### src/pvc_pkg.sv
package pvc_pkg;
  // register numbers as the management frames count them; byte address is four times that
  localparam logic [4:0] IDX_PARTNER_NP = 5'h08;
  localparam logic [4:0] IDX_PLL_CTRL = 5'h10;
  localparam logic [4:0] IDX_AFE_CTRL = 5'h11;
  localparam logic [4:0] IDX_SYM_ERR = 5'h15;
  localparam logic [4:0] IDX_STRAP_OVR = 5'h16;
  localparam logic [4:0] IDX_EXP_CTRL = 5'h18;
  localparam logic [11:0] ADDR_PARTNER_NP = {5'h00, IDX_PARTNER_NP, 2'h0};
  localparam logic [11:0] ADDR_PLL_CTRL = {5'h00, IDX_PLL_CTRL, 2'h0};
  localparam logic [11:0] ADDR_AFE_CTRL = {5'h00, IDX_AFE_CTRL, 2'h0};
  localparam logic [11:0] ADDR_SYM_ERR = {5'h00, IDX_SYM_ERR, 2'h0};
  localparam logic [11:0] ADDR_STRAP_OVR = {5'h00, IDX_STRAP_OVR, 2'h0};
  localparam logic [11:0] ADDR_EXP_CTRL = {5'h00, IDX_EXP_CTRL, 2'h0};
  localparam int PLL_OFF_BIT = 4;
  localparam int SLOW_OSC_BIT = 5;
  localparam int FACTORY_BIT = 15;
  localparam int BCAST_OVR_BIT = 9;
  localparam int STRAP_RO_BIT = 10;
  localparam int ENERGY_DETECT_POWER_DOWN_DIS_BIT = 11;
  localparam logic [15:0] PLL_CTRL_RESET = 16'h0000;
  localparam logic [15:0] AFE_CTRL_RESET = 16'h0000;
  localparam logic [15:0] STRAP_OVR_RESET = 16'h0002;
  localparam logic [15:0] EXP_CTRL_RESET = 16'h0800;
  localparam logic [15:0] NP_MSG_MASK = 16'h07ff;
  localparam logic [15:0] STRAP_WR_MASK = 16'hfbff;
endpackage : pvc_pkg

### src/pvc_regs.sv
module pvc_regs (
  input wire logic pclk,
  input wire logic presetn,
  input wire logic psel,
  input wire logic penable,
  input wire logic pwrite,
  input wire logic [11:0] paddr,
  input wire logic [31:0] pwdata,
  output logic [31:0] prdata,
  output logic pready,
  output logic pslverr,
  input wire logic [10:0] partner_np_msg,
  input wire logic symbol_error_frame,
  input wire logic receive_error_pin,
  input wire logic energy_detect_idle,
  output logic pll_power_off,
  output logic slow_osc_select,
  output logic analog_power_down,
  output logic energy_detect_power_down_en,
  output logic factory_test_mode,
  output logic addr0_broadcast_disable
);
  import pvc_pkg::*;

  // ----------------------------------------
  // input synchronisers
  // ----------------------------------------
  // bit 13 is a constant one that marks when stage b holds real pin levels
  logic [13:0] sync_a;
  logic [13:0] sync_b;
  logic sync_valid;
  logic strap_level;
  logic sym_level;
  logic [10:0] np_level;
  assign sync_valid = sync_b[13];
  assign strap_level = sync_b[12];
  assign sym_level = sync_b[11];
  assign np_level = sync_b[10:0];
  always_ff @(posedge pclk or negedge presetn) begin
    if (!presetn) begin
      sync_a <= 14'h0000;
      sync_b <= 14'h0000;
    end else begin
      sync_a <= {1'b1, receive_error_pin, symbol_error_frame, partner_np_msg};
      sync_b <= sync_a;
    end
  end

  // ----------------------------------------
  // energy-detect idle synchroniser
  // ----------------------------------------
  logic edi_a;
  logic energy_idle_s;
  always_ff @(posedge pclk or negedge presetn) begin
    if (!presetn) begin
      edi_a <= 1'b0;
      energy_idle_s <= 1'b0;
    end else begin
      edi_a <= energy_detect_idle;
      energy_idle_s <= edi_a;
    end
  end

  // ----------------------------------------
  // bus decode
  // ----------------------------------------
  logic wr_en;
  logic rd_setup;
  logic hit;
  assign wr_en = psel && penable && pwrite;
  // reads are served from the setup cycle so that pready can follow one edge later
  assign rd_setup = psel && !penable && !pwrite;
  always_comb begin
    unique case (paddr)
      ADDR_PARTNER_NP, ADDR_PLL_CTRL, ADDR_AFE_CTRL, ADDR_SYM_ERR, ADDR_STRAP_OVR,
      ADDR_EXP_CTRL: hit = 1'b1;
      default: hit = 1'b0;
    endcase
  end

  // ----------------------------------------
  // control registers
  // ----------------------------------------
  logic [15:0] pll_ctrl;
  logic [15:0] afe_ctrl;
  logic [15:0] strap_ovr;
  logic [15:0] exp_ctrl;
  logic [15:0] sym_err;
  logic strap_done;
  logic wr_pll;
  logic wr_afe;
  logic wr_exp;
  logic wr_strap;
  assign wr_pll = wr_en && paddr == ADDR_PLL_CTRL;
  assign wr_afe = wr_en && paddr == ADDR_AFE_CTRL;
  assign wr_exp = wr_en && paddr == ADDR_EXP_CTRL;
  assign wr_strap = wr_en && paddr == ADDR_STRAP_OVR;
  always_ff @(posedge pclk or negedge presetn) begin
    if (!presetn) begin
      pll_ctrl <= PLL_CTRL_RESET;
    end else if (wr_pll) begin
      pll_ctrl <= pwdata[15:0];
    end
  end

  always_ff @(posedge pclk or negedge presetn) begin
    if (!presetn) begin
      afe_ctrl <= AFE_CTRL_RESET;
    end else if (wr_afe) begin
      afe_ctrl <= pwdata[15:0];
    end
  end

  always_ff @(posedge pclk or negedge presetn) begin
    if (!presetn) begin
      exp_ctrl <= EXP_CTRL_RESET;
    end else if (wr_exp) begin
      exp_ctrl <= pwdata[15:0];
    end
  end

  // strap taken once the synchroniser holds the pin level; a write before that is lost
  always_ff @(posedge pclk or negedge presetn) begin
    if (!presetn) begin
      strap_ovr <= STRAP_OVR_RESET;
      strap_done <= 1'b0;
    end else if (!strap_done) begin
      if (sync_valid) begin
        strap_done <= 1'b1;
        strap_ovr[FACTORY_BIT] <= strap_level;
      end
    end else if (wr_strap) begin
      strap_ovr <= pwdata[15:0] & STRAP_WR_MASK;
    end
  end

  // ----------------------------------------
  // symbol error counter, set wins over read clear
  // ----------------------------------------
  logic sym_pulse;
  logic sym_prev;
  logic sym_clear;
  assign sym_pulse = sym_level && !sym_prev;
  // cleared at the edge that copies the count into prdata, so no frame falls in between
  assign sym_clear = rd_setup && paddr == ADDR_SYM_ERR;
  always_ff @(posedge pclk or negedge presetn) begin
    if (!presetn) begin
      sym_prev <= 1'b0;
      sym_err <= 16'h0000;
    end else begin
      sym_prev <= sym_level;
      if (sym_clear) begin
        sym_err <= {15'h0000, sym_pulse};
      end else if (sym_pulse && sym_err != 16'hffff) begin
        sym_err <= sym_err + 16'h0001;
      end
    end
  end

  // ----------------------------------------
  // read path and outputs
  // ----------------------------------------
  always_ff @(posedge pclk or negedge presetn) begin
    if (!presetn) begin
      prdata <= 32'h0000_0000;
      pready <= 1'b0;
      pslverr <= 1'b0;
    end else begin
      pready <= psel && !penable;
      pslverr <= psel && !penable && !hit;
      prdata <= 32'h0000_0000;
      if (rd_setup) begin
        unique case (paddr)
          ADDR_PARTNER_NP: prdata <= {16'h0000, 16'(np_level) & NP_MSG_MASK};
          ADDR_PLL_CTRL: prdata <= {16'h0000, pll_ctrl};
          ADDR_AFE_CTRL: prdata <= {16'h0000, afe_ctrl};
          ADDR_SYM_ERR: prdata <= {16'h0000, sym_err};
          ADDR_STRAP_OVR: prdata <= {16'h0000, strap_ovr};
          ADDR_EXP_CTRL: prdata <= {16'h0000, exp_ctrl};
          default: prdata <= 32'h0000_0000;
        endcase
      end
    end
  end

  // ----------------------------------------
  // control outputs
  // ----------------------------------------
  // pll off only while energy-detect power-down is enabled and the link is idle
  always_ff @(posedge pclk or negedge presetn) begin
    if (!presetn) begin
      pll_power_off <= 1'b0;
    end else begin
      pll_power_off <= pll_ctrl[PLL_OFF_BIT] && !exp_ctrl[ENERGY_DETECT_POWER_DOWN_DIS_BIT] && energy_idle_s;
    end
  end

  always_ff @(posedge pclk or negedge presetn) begin
    if (!presetn) begin
      slow_osc_select <= 1'b0;
    end else begin
      slow_osc_select <= afe_ctrl[SLOW_OSC_BIT];
    end
  end

  always_ff @(posedge pclk or negedge presetn) begin
    if (!presetn) begin
      analog_power_down <= 1'b0;
    end else begin
      analog_power_down <= afe_ctrl[SLOW_OSC_BIT];
    end
  end

  always_ff @(posedge pclk or negedge presetn) begin
    if (!presetn) begin
      energy_detect_power_down_en <= 1'b0;
    end else begin
      energy_detect_power_down_en <= !exp_ctrl[ENERGY_DETECT_POWER_DOWN_DIS_BIT];
    end
  end

  always_ff @(posedge pclk or negedge presetn) begin
    if (!presetn) begin
      factory_test_mode <= 1'b0;
    end else begin
      factory_test_mode <= strap_ovr[FACTORY_BIT];
    end
  end

  always_ff @(posedge pclk or negedge presetn) begin
    if (!presetn) begin
      addr0_broadcast_disable <= 1'b0;
    end else begin
      addr0_broadcast_disable <= strap_ovr[BCAST_OVR_BIT];
    end
  end
endmodule : pvc_regs

### config.mk
export PLATFORM = sky130hd
export DESIGN_NAME = pvc_regs
export DESIGN_NICKNAME = d
export VERILOG_FILES = /design/src/pvc_pkg.sv /design/src/pvc_regs.sv
export SDC_FILE = /design/constraint.sdc
export NUM_CORES = 1
export LEC_CHECK = 0
export ABC_AREA = 0
export CORE_MARGIN = 5
export CORE_UTILIZATION = 55
export DETAILED_ROUTE_END_ITERATION = 10
export DONT_BUFFER_PORTS = 1
export GPL_TIMING_DRIVEN = 0
export MAX_ROUTING_LAYER = met4
export PLACE_DENSITY_LB_ADDON = 0.2
export SYNTH_ARGS = -nofsm -noshare
export SYNTH_HDL_FRONTEND = slang
export SYNTH_SLANG_ARGS = --single-unit
### constraint.sdc
create_clock -name pclk -period 1.7 [get_ports pclk]
set_input_delay 0.255 -clock pclk [delete_from_list [all_inputs] [get_ports pclk]]
set_output_delay 0.255 -clock pclk [all_outputs]
set_load 0.01 [all_outputs]
# ---- Word level (Yosys, flattened, before mapping)
# Index checks and enable logic that the tools add are counted.
dict set report word_totals {
  reg_bits 150
  output_inout_bits 40
  word_cells 63
}
dict set report classes {
  addsub 1
  eq_ne 8
  mux 10
  reduce_logical 24
}
# cell n
set ops {}
lappend ops {{16-bit one-hot mux with 6 select lines} 1}
lappend ops {{12-bit by 7-bit equality test with 1-bit output (second input constant)} 5}
lappend ops {{16-bit 2-to-1 mux} 3}
lappend ops {{32-bit 2-to-1 mux} 1}
lappend ops {{16-bit by 1-bit adder with 16-bit output (second input constant)} 1}
lappend ops {{16-bit inequality test (second input constant)} 1}
lappend ops {{1-bit logical AND} 14}
lappend ops {{12-bit by 6-bit equality test with 1-bit output (second input constant)} 1}
lappend ops {{6-bit OR reduction} 1}
lappend ops {{1-bit logical NOT} 5}
lappend ops {{1-bit 2-to-1 mux} 5}
lappend ops {{2-bit AND reduction} 2}
lappend ops {{2-bit nonzero test} 2}
lappend ops {{2-bit by 1-bit inequality test with 1-bit output (second input constant)} 1}

# ---- Logic depth before layout (Yosys ltp)
dict set report logic_depth {
  depth_word 5
  ltp_mapped 8
  depth_no_buf 6
}

# ---- Worst setup path after synthesis
# Ideal clock, no wire load.
dict set report synth_path {
  path_type {input to register}
  from {input paddr[2]}
  to {register exp_ctrl[10]}
  t_arrival_ns 1.943
  slack_ns -0.370
  stages 7
  path_buffers 3
  path_cell_list {buf_6 > or4b_4 > nor3b_4 > and2_1 > buf_4 > buf_8 > mux2_1}
}
dict set report synth_via {
  elab_chain_cells 2
}
# element line
set synth_rtl {}
lappend synth_rtl {{start: declaration} pvc_regs.sv:7} ;# input wire logic [11:0] paddr,
lappend synth_rtl {{12-bit by 7-bit equality test with 1-bit output} pvc_regs.sv:96} ;# assign wr_exp = wr_en && paddr == ADDR_EXP_CTRL;
lappend synth_rtl {{1-bit logical AND} pvc_regs.sv:96}
lappend synth_rtl {{end signal: assignment} pvc_regs.sv:118} ;# exp_ctrl <= pwdata[15:0];
lappend synth_rtl {{end: declaration} pvc_regs.sv:87} ;# logic [15:0] exp_ctrl;
# Every way passes these cells.
# A chain may end at the register's enable or synchronous reset.

# ---- Worst setup path after layout
dict set report layout_path {
  from {register sym_err[6]}
  to {register sym_err[11]}
}
dict set report layout_via {
  elab_chain_cells 3
}
# element line
set layout_rtl {}
lappend layout_rtl {{start: declaration} pvc_regs.sv:88} ;# logic [15:0] sym_err;
lappend layout_rtl {{start signal: assignment} pvc_regs.sv:153} ;# sym_err <= {15'h0000, sym_pulse};
lappend layout_rtl {{start signal: assignment} pvc_regs.sv:155} ;# sym_err <= sym_err + 16'h0001;
lappend layout_rtl {{16-bit by 1-bit adder with 16-bit output / 16-bit inequality test (equally long branches)} {pvc_regs.sv:155, pvc_regs.sv:154}}
lappend layout_rtl {{16-bit 2-to-1 mux / 1-bit logical AND (equally long branches)} pvc_regs.sv:154} ;# end else if (sym_pulse && sym_err != 16'hffff) begin
lappend layout_rtl {{16-bit 2-to-1 mux / 2-bit nonzero test (equally long branches)} -}
# Parallel ways exist; a longest one is shown, timed or not. The select of a mux whose other input is x is not followed.

==> impl_metrics.toml <==
[final_layout]
final_cell_mix = "dfrtp_1, mux2_2, dlygate4sd3_1"
area_growth_pct = 23.1
final_cells = 634
drive_gt1_share_pct = 31.7
insertedDiodeCount = 0
layout_commonest_cell = "dfrtp_1"
final_net_count = 552

[clock_network]
root_buffer = "clkbuf_8"
htreeDepth = 4
cts_sinks = 134
clockBufferDepth = 2
cts_buffers = 17
clk_pin_slew_ns = 0.06
worstSkewPairLatency_ns = 0.53
hold_buffers = 33
cts_tree = "done"

[routing]
drt_iter0_markers = 283
wl_met3_um = 718
top_layer = "met4"
drc_errors = 0
drt_wl_total_mm = 12.4
num_vias = 3542
wire_per_inst_um = 19.6
via_per_inst = 5.59
first_pass_iters = 6
wl_met1_mm = 5.30
detail-route-antenna-nets = 0
wl_met2_mm = 6.23

[yosys]
yosysUniqueCellTypes = 46
synth_area_um2 = 5520
synth_seq_cells = 134
synth_warnings = 0
synth-async-reset-ratio_pct = 100
synth.avg_cell_area_um2 = 13.4
synth-seq-area-share_pct = 60.8
synthCells = 412
synth-edff-count = 0
synthFlopType = "dfrtp_1"

[global_routing]
grt_pass1_vias = 3740
grt_pass1_wl_mm = 19.6
antenna_found_initial = 0
grt_max_degree = 135
track_usage_pct = 22.8
grt-ovfl-total = 0

[setup_path]
reg2reg_depth = 5
crit_fanout = 4
cp-end-kind = "register"
path_delay_family = "simple AND/OR/NAND/NOR gates"
crit_cells = 5
path_cells = "and3_1, and3_1, o211ai_1, or3_1, a21oi_1"
required_ns = 2.16
cp-start-kind = "register"
worst_ep_arrival_time_ns = 2.14
path_class = "register to register"
cp_common_cell = "and3_1"
slowest_stage = "dfrtp_1"
cp.buffers_inverters = 0
cpPeakStageDelay_ns = 0.40

[place]
place_inst = 560
dp_slack_ns = -0.880
place_congestion = 0.821
dp_hpwl_mm = 8.01
port_buffers = 0

[outcome]
outcome = "finished with violations"
violations = "hold timing"

[power_and_ir_drop]
power.density_nw_per_um2 = 1180
power.static_leakage_nw = 3.11
peakVddDrop_mv = 0.880

[die]
die_area_um2 = 12100
rows = 36
die_y_um = 110
core-area_um2 = 9770
die_x_um = 110
start_util_pct = 56.5
num_io_pins = 103

[sta]
hold_violations = 134
finalCriticalPeriod_ns = 1.69
max-slew-margin-rel_pct = 58.6
fin_ws_ns = 0.0130
fmax_ghz = 0.593
skew_ns = 0.00693
maxSlewViolCount = 0
fin_crit_sh_pct = 99.2
setup_viol = 0
worst_pin_slew_ns = 0.617
hold-worst-slack_ns = -0.575

[flow_run]
maxCapViolations = 0

[hold_path]
hp-class = "primary input to asynchronous set/reset pin"
==> final cells by class <==
| cell class | instances | area (um2) |
|---|---|---|
| plain buffers | 38 | 269 |
| clock inverters | 12 | 105 |
| clock buffers | 20 | 435 |
| multi-input cells | 250 | 2050 |
| flip-flops and latches | 134 | 3360 |
| fillers | 686 | 2980 |
| inverters | 5 | 18.8 |
| well taps | 133 | 166 |
| repair buffers | 42 | 398 |
==> metrics by stage <==
stage	util (%)	TNS [ns]	total power, mW	cell area, um2
floorplan	-	-5.83	4.19	5640
finish	69.5	0	8.00	6800
global placement	59.4	-36.25	4.36	5810
CTS	68.8	0	7.88	6730
global route	69.5	-0.0512	8.31	6800
detailed placement	59.4	-39.84	4.38	5810
==> what timing repair did <==
action,in CTS,in global routing
hold endpoints to repair,214,134
pin swaps,2,3
resized for setup,9,8
setup endpoints to repair,47,24
cloned,0,0
setup buffers,2,7
==> power breakdown <==
part | switching [mW] | leakage (nW) | total (mW) | internal, mW
clock network | 1.35 | 0.253 | 3.32 | 1.97
registers | 0.250 | 1.73 | 3.66 | 3.41
logic | 0.503 | 1.13 | 1.01 | 0.511
==> path summary, 6_finish.rpt <==
path / startpoint / slack [ns] / to
min: presetn / -0.58 / pslverr$_DFF_PN0_
max: sym_err[6]$_DFFE_PN0P_ / 0.01 / sym_err[11]$_DFFE_PN0P_
max reg2reg: sym_err[6]$_DFFE_PN0P_ / 0.01 / sym_err[11]$_DFFE_PN0P_
min reg2reg: sync_a[2]$_DFF_PN0_ / 0.35 / sync_b[2]$_DFF_PN0_
min in group pclk: paddr[7] / 0.10 / prdata[14]$_DFF_PN0_
max in group asynchronous: presetn / 2.07 / exp_ctrl[11]$_DFFE_PN1P_
==> worst register-to-register path, cell delays in order (launching register included) <==
cell	delay, ns
dfrtp_1	0.40
and3_1	0.30
and3_1	0.25
o211ai_1	0.17
or3_1	0.35
a21oi_1	0.14
==> flip-flops by register name (all words and copies together), names as in the netlist, 14 cells and up <==
name,count
sync_b,14
prdata,16
strap_ovr,15
sym_err,16
afe_ctrl,16
pll_ctrl,16
exp_ctrl,16
sync_a,14
==> cell usage after synthesis, types with 2 or more instances <==
library cell    n  area [um2]
a21oi_1         2        10.0
a222oi_1        9        90.1
a22oi_1        20         150
a31oi_1         6        37.5
and2_1          6        37.5
and3_1         11        68.8
and4_1          4        35.0
buf_2           7        35.0
buf_4          21         158
clkbuf_1        8        30.0
conb_1          2        7.51
dfrtp_1       132        3300
dfstp_2         2        52.6
inv_1           5        18.8
mux2_1          8        90.1
mux2_2         64         721
nand2_1        14        52.6
nand2b_1        2        12.5
nand3_1         2        10.0
nand4_1         2        12.5
nor2_1         19        71.3
nor2b_1         3        18.8
nor3_1          3        15.0
nor3b_1         2        15.0
nor4bb_1        2        20.0
o2111ai_1       5        43.8
o211ai_1        5        37.5
o21ai_0        15        75.1
or3_1           2        12.5
xnor2_1         2        17.5
xor2_1         12         105
==> cells by family after synthesis <==
family	count (synthesis)	share of synthesized area [%]
flip-flops	134	60.8
AND/OR/NAND/NOR	77	7.97
multiplexers	73	14.9
AO/OA/AOI/OAI	68	8.97
buffers and inverters	43	4.85
XOR/XNOR	14	2.22
other	2	0.136
adder cells (fa/ha/maj)	1	0.227
==> per-layer routing <==
| layer | track usage (%) | vias to the layer above |
|---|---|---|
| met3 | 5.88 | 16 |
| met5 | - | - |
| met4 | 8.44 | 0 |
| met1 | 29.2 | 1782 |
| met2 | 35.5 | 125 |
| li1 | - | 1619 |
No activity file was read; power rests on OpenSTA's default activity.
